## config.mk

```make
export PLATFORM = sky130hd
export DESIGN_NAME = gmr_ctrl
export DESIGN_NICKNAME = d
export VERILOG_FILES = /design/src/verilog/gmr_pkg.sv /design/src/verilog/gmr_meas_if.sv /design/src/verilog/gmr_ctrl.sv /design/src/verilog/gmr_odr_timer.sv
export SDC_FILE = /design/constraint.sdc
export NUM_CORES = 1
export LEC_CHECK = 0
export ABC_CLOCK_PERIOD_IN_PS = 6300
export BUFFER_PORTS_ARGS = -buffer_cell sky130_fd_sc_hd__buf_4
export CORE_MARGIN = 10
export CORE_UTILIZATION = 45
export DETAILED_ROUTE_END_ITERATION = 6
export PLACE_DENSITY = 0.65
export SLEW_MARGIN = 25
export SYNTH_ARGS = -nofsm -noshare
export SYNTH_HDL_FRONTEND = slang
export SYNTH_HIERARCHICAL = 1
export SYNTH_SLANG_ARGS = --single-unit
```

## constraint.sdc

```tcl
create_clock -name sys_clk_i -period 6.3 [get_ports sys_clk_i]
set_input_delay 0.63 -clock sys_clk_i [delete_from_list [all_inputs] [get_ports sys_clk_i]]
set_output_delay 0.63 -clock sys_clk_i [all_outputs]
set_load 0.02 [all_outputs]
```

## src/verilog/gmr_pkg.sv

```systemverilog
/*
  Constants and helpers for the mode and rate control register block.
  Assumes a 125 MHz system clock and one 8-bit register at a byte address.
*/
package gmr_pkg;

  // ---------------------------------------------------------------
  // Register map and field layout
  // ---------------------------------------------------------------
  localparam logic [7:0] MRC_OFFSET = 8'h13;
  localparam logic [7:0] MRC_RESET = 8'h00;
  localparam int RSV_BIT = 7;
  localparam int RST_BIT = 6;
  localparam int ST_BIT = 5;
  localparam int RATE_MSB = 4;
  localparam int RATE_LSB = 2;
  localparam int RUN_BIT = 1;
  localparam int WARM_BIT = 0;

  // ---------------------------------------------------------------
  // Timing
  // ---------------------------------------------------------------
  localparam int unsigned CLK_PERIOD_NS = 8;
  localparam int unsigned ODR_BASE_PERIOD_NS = 1250000;
  localparam int unsigned ODR_BASE_CYCLES = ODR_BASE_PERIOD_NS / CLK_PERIOD_NS;
  localparam logic [2:0] SOFT_RST_CYCLES = 3'h4;
  localparam logic [2:0] RATE_SHIFT_MAX = 3'h6;
  localparam int ODR_CNT_W = 24;

  // ---------------------------------------------------------------
  // Operating modes
  // ---------------------------------------------------------------
  typedef enum logic [1:0]
  {
    GMR_STANDBY = 2'b00,
    GMR_READY = 2'b01,
    GMR_ACTIVE = 2'b10
  } gmr_mode_t;

  // The run bit outranks the warm bit.
  function automatic gmr_mode_t gmr_mode_decode(input logic run, input logic warm);
    gmr_mode_t m;
    m = GMR_STANDBY;
    if (run)
    begin
      m = GMR_ACTIVE;
    end
    else if (warm)
    begin
      m = GMR_READY;
    end
    return m;
  endfunction

endpackage
```

## src/verilog/gmr_meas_if.sv

```systemverilog
/*
  Carrier between the control register and the output data rate timer.
  Assumes both ends share sys_clk_i.
*/
`timescale 1ns/1ns
interface gmr_meas_if;
  import gmr_pkg::*;
  gmr_mode_t mode;
  logic [2:0] rate;
  logic tick;

  modport ctrl (output mode, output rate, input tick);
  modport timer (input mode, input rate, output tick);
endinterface

```

## src/verilog/gmr_ctrl.sv

```systemverilog
/*
  Mode and rate control register of the angular rate sensor.
  Holds rate select, mode bits, self-test and the self-clearing soft reset.
  Assumes the serial front end presents one-cycle read and write strobes
  with a byte address, and that the power pin level is already synchronous.
*/
// Function
// - Writing the reset bit resets the device and restores register defaults.
// - The reset bit clears itself; reads are dropped while a reset is under way, so it always reads zero.
// - A reset written over I2C is not acknowledged.
// - The self-test bit drives a stimulus into the chain while set.
// - The rate field picks 800 down to 25 Hz, with codes six and seven at 12.5 Hz.
// - The run bit selects Active, else the warm bit selects Ready, else Standby.
// - Standby does communication only and no measurement.
// - Ready prepares the chain but takes no samples.
// - Active samples at the selected output data rate.
// - With pin power control on, the run bit follows the pin and ignores writes.
// - Pin power control turns on a weak pull-up so a floating pin means Active.
`timescale 1ns/1ns
module gmr_ctrl #(
  parameter int unsigned ODR_BASE = gmr_pkg::ODR_BASE_CYCLES
) (
  // Clock and reset
  input wire logic sys_clk_i,
  input wire logic sys_rst_i,
  // Register access from the serial front end
  input wire logic reg_wr_i,
  input wire logic reg_rd_i,
  input wire logic [7:0] reg_addr_i,
  input wire logic [7:0] reg_wdata_i,
  input wire logic reg_is_i2c_i,
  output logic [7:0] reg_rdata_o,
  output logic reg_ack_o,
  output logic reg_nack_o,
  // Power pin control
  input wire logic pin_power_control_enable_i,
  input wire logic shared_irq_power_pin_i,
  output logic pull_up_en_o,
  // Measurement chain control
  output gmr_pkg::gmr_mode_t mode_o,
  output logic [2:0] rate_select_o,
  output logic self_test_o,
  output logic chain_ready_o,
  output logic sample_tick_o,
  output logic soft_reset_o
);
  import gmr_pkg::*;

  logic run_bit;
  logic warm_bit;
  logic self_test_bit;
  logic [2:0] rate_select;
  logic rst_pending;
  logic [2:0] rst_cnt;
  logic wr_hit;
  logic rd_hit;
  logic soft_req;
  logic soft_done;
  logic run_eff;
  logic [7:0] readback;
  gmr_mode_t next_mode;

  gmr_meas_if meas ();

  gmr_odr_timer #(
    .ODR_BASE(ODR_BASE)
  ) u_timer (
    .sys_clk_i(sys_clk_i),
    .sys_rst_i(sys_rst_i),
    .meas(meas)
  );

  // ---------------------------------------------------------------
  // Decode
  // ---------------------------------------------------------------
  // Accesses during a pending reset are dropped; the device is busy.
  assign wr_hit = reg_wr_i && reg_addr_i == MRC_OFFSET && !rst_pending;
  assign rd_hit = reg_rd_i && reg_addr_i == MRC_OFFSET && !rst_pending;
  assign soft_req = wr_hit && reg_wdata_i[RST_BIT];
  assign soft_done = rst_pending && rst_cnt == 3'h0;
  assign run_eff = pin_power_control_enable_i ? shared_irq_power_pin_i : run_bit;
  assign readback = {1'b0, rst_pending, self_test_bit, rate_select, run_eff, warm_bit};
  assign next_mode = rst_pending ? GMR_STANDBY : gmr_mode_decode(run_eff, warm_bit);

  // ---------------------------------------------------------------
  // Soft reset sequencing
  // ---------------------------------------------------------------
  always_ff @(posedge sys_clk_i)
  begin
    if (sys_rst_i)
    begin
      rst_pending <= 1'b0;
      rst_cnt <= 3'h0;
    end
    else if (soft_req)
    begin
      rst_pending <= 1'b1;
      rst_cnt <= SOFT_RST_CYCLES - 3'h1;
    end
    else if (soft_done)
    begin
      rst_pending <= 1'b0;
    end
    else if (rst_pending)
    begin
      rst_cnt <= rst_cnt - 3'h1;
    end
  end

  // ---------------------------------------------------------------
  // Control fields
  // ---------------------------------------------------------------
  always_ff @(posedge sys_clk_i)
  begin
    if (sys_rst_i || soft_done)
    begin
      {self_test_bit, rate_select, run_bit, warm_bit} <= MRC_RESET[5:0];
    end
    else if (wr_hit && !reg_wdata_i[RST_BIT])
    begin
      self_test_bit <= reg_wdata_i[ST_BIT];
      rate_select <= reg_wdata_i[RATE_MSB:RATE_LSB];
      warm_bit <= reg_wdata_i[WARM_BIT];
      if (!pin_power_control_enable_i)
      begin
        run_bit <= reg_wdata_i[RUN_BIT];
      end
    end
  end

  // ---------------------------------------------------------------
  // Register answers
  // ---------------------------------------------------------------
  always_ff @(posedge sys_clk_i)
  begin
    if (sys_rst_i)
    begin
      reg_ack_o <= 1'b0;
      reg_nack_o <= 1'b0;
      reg_rdata_o <= 8'h00;
    end
    else
    begin
      reg_ack_o <= rd_hit || (wr_hit && !(soft_req && reg_is_i2c_i));
      reg_nack_o <= soft_req && reg_is_i2c_i;
      reg_rdata_o <= rd_hit ? readback : 8'h00;
    end
  end

  // ---------------------------------------------------------------
  // Chain control outputs
  // ---------------------------------------------------------------
  always_ff @(posedge sys_clk_i)
  begin
    if (sys_rst_i)
    begin
      mode_o <= GMR_STANDBY;
      meas.mode <= GMR_STANDBY;
      meas.rate <= 3'h0;
      rate_select_o <= 3'h0;
      self_test_o <= 1'b0;
      chain_ready_o <= 1'b0;
      sample_tick_o <= 1'b0;
      soft_reset_o <= 1'b0;
      pull_up_en_o <= 1'b0;
    end
    else
    begin
      mode_o <= next_mode;
      meas.mode <= next_mode;
      meas.rate <= rate_select;
      rate_select_o <= rate_select;
      self_test_o <= self_test_bit;
      chain_ready_o <= next_mode != GMR_STANDBY;
      sample_tick_o <= meas.tick;
      soft_reset_o <= soft_done;
      pull_up_en_o <= pin_power_control_enable_i;
    end
  end

  // ---------------------------------------------------------------
  // Standby dwell counter
  // ---------------------------------------------------------------
  // A long standby check is counted here rather than unrolled in a property.
  logic [3:0] idle_cnt;

  always_ff @(posedge sys_clk_i)
  begin
    if (sys_rst_i || mode_o != GMR_STANDBY)
    begin
      idle_cnt <= 4'h0;
    end
    else if (idle_cnt != 4'hf)
    begin
      idle_cnt <= idle_cnt + 4'h1;
    end
  end
endmodule

```

## src/verilog/gmr_odr_timer.sv

```systemverilog
/*
  Output data rate timer: one tick per sample period while Active.
  Assumes mode and rate come from registers in the control block.
*/
`timescale 1ns/1ns
module gmr_odr_timer #(
  parameter int unsigned ODR_BASE = gmr_pkg::ODR_BASE_CYCLES
) (
  // Clock and reset
  input wire logic sys_clk_i,
  input wire logic sys_rst_i,
  // Measurement side
  gmr_meas_if.timer meas
);
  import gmr_pkg::*;

  logic [ODR_CNT_W-1:0] cnt;
  logic [2:0] last_rate;
  logic [2:0] shift;
  logic [ODR_CNT_W-1:0] period;

  // Codes six and seven share the slowest rate.
  assign shift = (meas.rate >= RATE_SHIFT_MAX) ? RATE_SHIFT_MAX : meas.rate;
  assign period = ODR_CNT_W'(ODR_BASE) << shift;

  // ---------------------------------------------------------------
  // Sample period counter
  // ---------------------------------------------------------------
  always_ff @(posedge sys_clk_i)
  begin
    last_rate <= meas.rate;
    if (sys_rst_i || meas.mode != GMR_ACTIVE || meas.rate != last_rate)
    begin
      cnt <= '0;
      meas.tick <= 1'b0;
    end
    else if (cnt == period - 1'b1)
    begin
      cnt <= '0;
      meas.tick <= 1'b1;
    end
    else
    begin
      cnt <= cnt + 1'b1;
      meas.tick <= 1'b0;
    end
  end
endmodule

```

* Word level (Yosys, flattened, before mapping)
Index checks and enable logic that the tools add are counted.
** Word-level totals
- Input port bits :: 23
- Logic and storage cells :: 71
- Output and inout port bits :: 20
- Register bits :: 58
** Operators by class
- Bitwise gates (word level) :: 3
- $lt $le $gt $ge :: 1
- Muxes and demuxes :: 11
- Equal/unequal tests :: 5
- Add/sub/neg operators :: 3
- Reduce and logical (&&, ||, !) cells :: 26
- Shift-type cells :: 1
** Operators by type and width (count)
- $add 24x1->24 const B :: 1
- $eq 24x24->1 :: 1
- $shl 18x3->24 const A :: 1
- $sub 24x1->24 const B :: 1
- $mux 2 :: 5
- $logic_and 1x1->1 :: 9
- $eq 8x5->1 const B :: 1
- $reduce_and 2->1 :: 3
- $reduce_bool 2->1 :: 3
- $reduce_or 2->1 :: 3
- $mux 1 :: 5
- $logic_or 1x1->1 :: 4
- $ne 2x2->1 const B :: 2
- $ge 3x3->1 const B :: 1
- $logic_not 1->1 :: 3
- $logic_not 3->1 :: 1
- $mux 3 :: 1
- $ne 3x3->1 :: 1
- $not 1->1 :: 3
- $sub 3x1->3 const B :: 1

* Logic depth before layout (Yosys ltp)
- Word-level depth :: 8
- Gate-level depth with buffers :: 14
- Depth with buffers taken out :: 10

* Modules after synthesis
The synthesis kept the hierarchy.
** Modules (own cells, without submodules)
- gmr_odr_timer :: sequential area each 560.5 sq um, times used 1, cells an instance 256, area each 2013.2 sq um
- gmr_ctrl :: sequential area each 580.6 sq um, times used 1, cells an instance 104, area each 1034.7 sq um

* Worst setup path before layout
OpenSTA, ideal clock, no wires.
- Path type :: register to register
- Start :: register meas.rate[1]
- End :: register u_timer.cnt[1]
- Period minus slack after synthesis :: 2503 ps
- Setup slack :: 3797 ps
- Data required time :: 6189 ps
- Path buffers :: 5
- Stages on the path, launching flop included :: 13
- Setup time :: 111 ps
- Arrival :: 2392 ps
- Cells stage by stage :: dfxtp_1 > buf_2 > buf_2 > clkbuf_1 > ha_1 > and2b_1 > a21oi_1 > mux2i_1 > nor4_1 > and4_1 > buf_6 > buf_12 > nor2_2
** On the way
- Longest elaborated chain between the ends :: 6
- Elaborated cells between the ends (all ways) :: 8
- Those cells by class :: 1 x add/sub; 1 x order compare; 2 x eq/ne; 1 x shift; 1 x mux; 2 x reduce/logical
** Ends and longest elaborated chain
- start: declaration :: RTL line gmr_meas_if.sv:9 : logic [2:0] rate;
- start signal: assignment :: RTL line gmr_ctrl.sv:171 : meas.rate <= rate_select;
- $ge 3x3->1 :: RTL line gmr_odr_timer.sv:23 : assign shift = (meas.rate >= RATE_SHIFT_MAX) ? RATE_SHIFT_MAX : meas.rate;
- $mux 3 :: RTL line gmr_odr_timer.sv:23
- $shl 18x3->24 :: RTL line gmr_odr_timer.sv:24 : assign period = ODR_CNT_W'(ODR_BASE) << shift;
- $sub 24x1->24 :: RTL line gmr_odr_timer.sv:37 : else if (cnt == period - 1'b1)
- $eq 24x24->1 :: RTL line gmr_odr_timer.sv:37
- $reduce_or 2->1 (no source line) (*)
- end signal: assignment :: RTL line gmr_odr_timer.sv:44 : cnt <= cnt + 1'b1;
- end: declaration :: RTL line gmr_odr_timer.sv:17 : logic [ODR_CNT_W-1:0] cnt;
Mark *: on every way between the ends. The rest lies on a longest branch, timed or not.
A chain may end at the register's enable or synchronous reset.

* Worst setup path after layout
- Start :: register meas.rate[0]
- End :: register u_timer.meas.tick
** On the way
- Longest elaborated chain between the ends :: 6
- Elaborated cells between the ends (all ways) :: 8
- Those cells by class :: 1 x add/sub; 1 x order compare; 2 x eq/ne; 1 x shift; 2 x mux; 1 x reduce/logical
** Ends and longest elaborated chain
- $ge 3x3->1 :: RTL line gmr_odr_timer.sv:23
- $mux 3 :: RTL line gmr_odr_timer.sv:23
- $shl 18x3->24 :: RTL line gmr_odr_timer.sv:24
- $sub 24x1->24 :: RTL line gmr_odr_timer.sv:37
- $eq 24x24->1 :: RTL line gmr_odr_timer.sv:37
- $mux 1 :: RTL line gmr_odr_timer.sv:37
- end signal: assignment :: RTL line gmr_odr_timer.sv:35 : meas.tick <= 1'b0;
- end signal: assignment :: RTL line gmr_odr_timer.sv:40 : meas.tick <= 1'b1;
- end signal: assignment :: RTL line gmr_odr_timer.sv:45 : meas.tick <= 1'b0;
- end: declaration :: RTL line gmr_meas_if.sv:13 : modport timer (input mode, input rate, output tick);
Several ways; a longest one is shown, not always the timed one.

==> impl_results.md <==
* Worst vdd ir at 0.164 mV
* Worst Hold Class: flip-flop to flip-flop
* Worst path required time at 6.59 ns
* Setup TNS Final at 0 ns
* Slowest stage cell on the critical path: dfxtp_1
* H-tree lvl count at 3
* Largest stage delay on the critical path at 0.83 ns
* Number of synthesized register bits at 57
* Commonest cells in the netlist: dfxtp_1 (57), nand2_1 (45), xnor2_1 (24)
* Post-CTS setup buffer count at 0
* Mapped Area at 3050 sq um
* Worst Clk Skew at 0.0104 ns
* 1st-iter DRT viols at 158
* Register area share after synthesis at 37.4%
* Drt pass-1 iters at 4
* Max-cap violations at 0
* Period utilisation layout at 50.4%
* Reg2reg end: u_timer/meas.tick
* Largest net degree at the start of global routing at 34
* CP Max Fanout at 25
* Int Pwr at 525 uW
* Leakage at 0.00136 uW
* Vias per cell at 5.38
* Top cells by area, synth: dfxtp_1 (37%), xnor2_1 (6.9%), nand2_1 (5.5%)
* CTS clk-pin slew, worst paths at 0.07 ns
* DIE HEIGHT at 102 um
* Synth Flop Type: dfxtp_1
* Die area at 10500 sq um
* Core Rows at 29
* Post-synth top area cell: dfxtp_1
* RSZ-0062 raised after global routing: false
* GRT Overall Usage at 14.0%
* Initial antenna violation count at 0
* Syn Inst Count at 360
* Slew Limit Fails at 0
* Gr ovfl total at 0
* Placer Congestion at 0.834
* Post-CTS Hold Fix Bufs at 0
* Mux cell area share after synthesis at 2.34%
* Starting density of the core at 47.2%
* First-pass GRT wire length at 11.8 mm
* Fin nets at 419
* # DRC at 0
* Layout cells sized above 1 at 19.5%
* Final period demand of the worst path at 3.18 ns
* CTS resizes at 0
* Post-synth EDFFs at 0
* CTS tree: built
* Cell Chain, Critical Path: nand2_1 -> ha_1 -> or2b_1 -> a21oi_1 -> a311o_1 -> nor4_1 -> and4_2 -> and2_1
* Synth top area share at 37.4%
* R2R depth at 8
* Simple-gate share of the synthesized area at 30.3%
* Relative slew slack at 34.1%
* Hold path cells at 1
* Worst-Margin Slew at 0.984 ns
* Library cells used by synthesis at 58
* CTS Sinks at 57
* Worst endpoint data arrival time at 3.46 ns
* Total power at 712 uW
* R2R Setup Slk at 3.12 ns
* Seq pwr share at 50.9%
* Synth Area in XOR/XNOR at 9.48%
* Sw frac at 26.3%
* Root buffer cell: clkbuf_8
* Placeable core area at 6460 sq um
* Final ANT Viol Nets at 0
* Worst Hold Path EP: sample_tick_o
* Num ports at 43
* Combinational family with the most area after synthesis: simple AND/OR/NAND/NOR gates
* Diode count at 0
* Area grow syn2layout at 14.5%
* Post-synthesis adder-cell area fraction at 2.46%
* Net Sw Power at 187 uW
* DIE WIDTH at 102 um
* FMAX at 315 MHz
* Critical Path Sink Type: flip-flop
* Synth warn at 6
* Final hold vios at 0
* Type of the worst setup path: flip-flop to flip-flop
* Final setup vio count at 0
* Vias in the first global route at 2505
* Avg Cell Area, Syn at 8.47 sq um
* Dpl hpwl at 4.83 mm
* Origin of the critical flop-to-flop path: meas.rate[0]
* WL per Instance at 14.5 um
* Port Buf Inserts at 40
* Max clock buf depth at 2
* Power density over the cells at 204 nW/um^2
* Async S/R FF share, synth at 0%
* Drt total wl at 6.85 mm
* Clock power share at 45.3%
* Hold_sp: u_timer/meas.tick
* Most frequent cell after synthesis: dfxtp_1
* Combinational Power Share at 3.8%
* CTS Buf Count at 9
* Outcome: complete, no violations
* Synth Area in Compound Gates at 10.8%
* Worst skew pair latency at 0.34 ns
* Via count at 2541
* Crit path launch type: flip-flop
-- placed cells by master (no fill, tap or decap), types with 8 or more instances in the layout --
| cell | n |
|---|---|
| nand4_1 | 8 |
| xor2_1 | 9 |
| nor2_1 | 23 |
| buf_4 | 42 |
| nor2_2 | 10 |
| nand3_1 | 21 |
| nor2b_1 | 10 |
| clkbuf_8 | 9 |
| inv_1 | 12 |
| xnor2_1 | 24 |
| a21oi_1 | 13 |
| nand2_1 | 45 |
| o21ai_0 | 9 |
| dfxtp_1 | 57 |
-- registers in the layout, summed over array words and instances (netlist names), 2 cells and up --
register           flops
u_timer/cnt           24
meas.mode              2
reg_rdata_o            7
meas.rate              3
u_timer/last_rate      3
rst_cnt                3
rate_select            3
-- metrics by stage --
step / hold WS (ns) / area (sq um) / utilization (%) / worst slack, ns / std cells
floorplan: 0.414 / 3050 / - / 3.80 / 361
global placement: 0.446 / 3300 / 51.2 / 2.85 / 456
detailed placement: 0.433 / 3300 / 51.2 / 2.80 / 456
CTS: 0.465 / 3490 / 54.0 / 2.78 / 472
global route: 0.477 / 3490 / 54.0 / 2.87 / 472
finish: 0.460 / 3490 / 54.0 / 3.12 / 472
-- metal layers --
| metal | GRT usage, % | vias up | routed length (um) |
|---|---|---|---|
| met3 | 7.35 | 10 | 618 |
| met1 | 16.5 | 1160 | 3120 |
| li1 | - | 1289 | - |
| met2 | 21.2 | 82 | 3000 |
| met4 | 4.88 | 0 | 107 |
| met5 | 0 | - | 0 |
-- power by group through the flow --
stage,clock network [uW],registers [uW],logic (uW)
finish,323,362,27.0
CTS,331,362,27.3
floorplan,0,372,9.95
global placement,0,371,26.8
detailed placement,0,371,27.1
global route,349,362,29.8
-- cells by family after synthesis --
kind of cell             Yosys count
buffers and inverters             36
multiplexers                       7
AO/OA/AOI/OAI                     53
XOR/XNOR                          33
adder cells (fa/ha/maj)            6
other                              1
AND/OR/NAND/NOR                  167
flip-flops                        57
-- how the worst max path moves through the flow --
stage | start | to | slack (ns)
after floorplan | meas.rate[1] | u_timer/cnt[1] | 3.80
after global placement | meas.rate[0] | u_timer/meas.tick | 2.85
after detailed placement | meas.rate[0] | u_timer/meas.tick | 2.80
after global routing | meas.rate[1] | u_timer/meas.tick | 2.87
final | meas.rate[0] | u_timer/meas.tick | 3.12
after CTS | meas.rate[0] | u_timer/meas.tick | 2.78
-- worst max-delay path, delay by kind of cell, from the launching register on --
family / cells / cell delay [ns]
and+or+nand+nor: 5 / 1.42
DFF: 1 / 0.83
AOI/OAI and AO/OA: 2 / 0.39
adders and majority gates: 1 / 0.48
-- final cells by class --
class	count	area, sq um
clock inverter	7	61.3
clock buffer	9	124
fill	612	2970
sequential	57	1140
tap	77	96.3
timing repair buffer	42	315
inverter	12	45.0
multi-input combinational	268	1710
(Power assumes the default switching activity.)
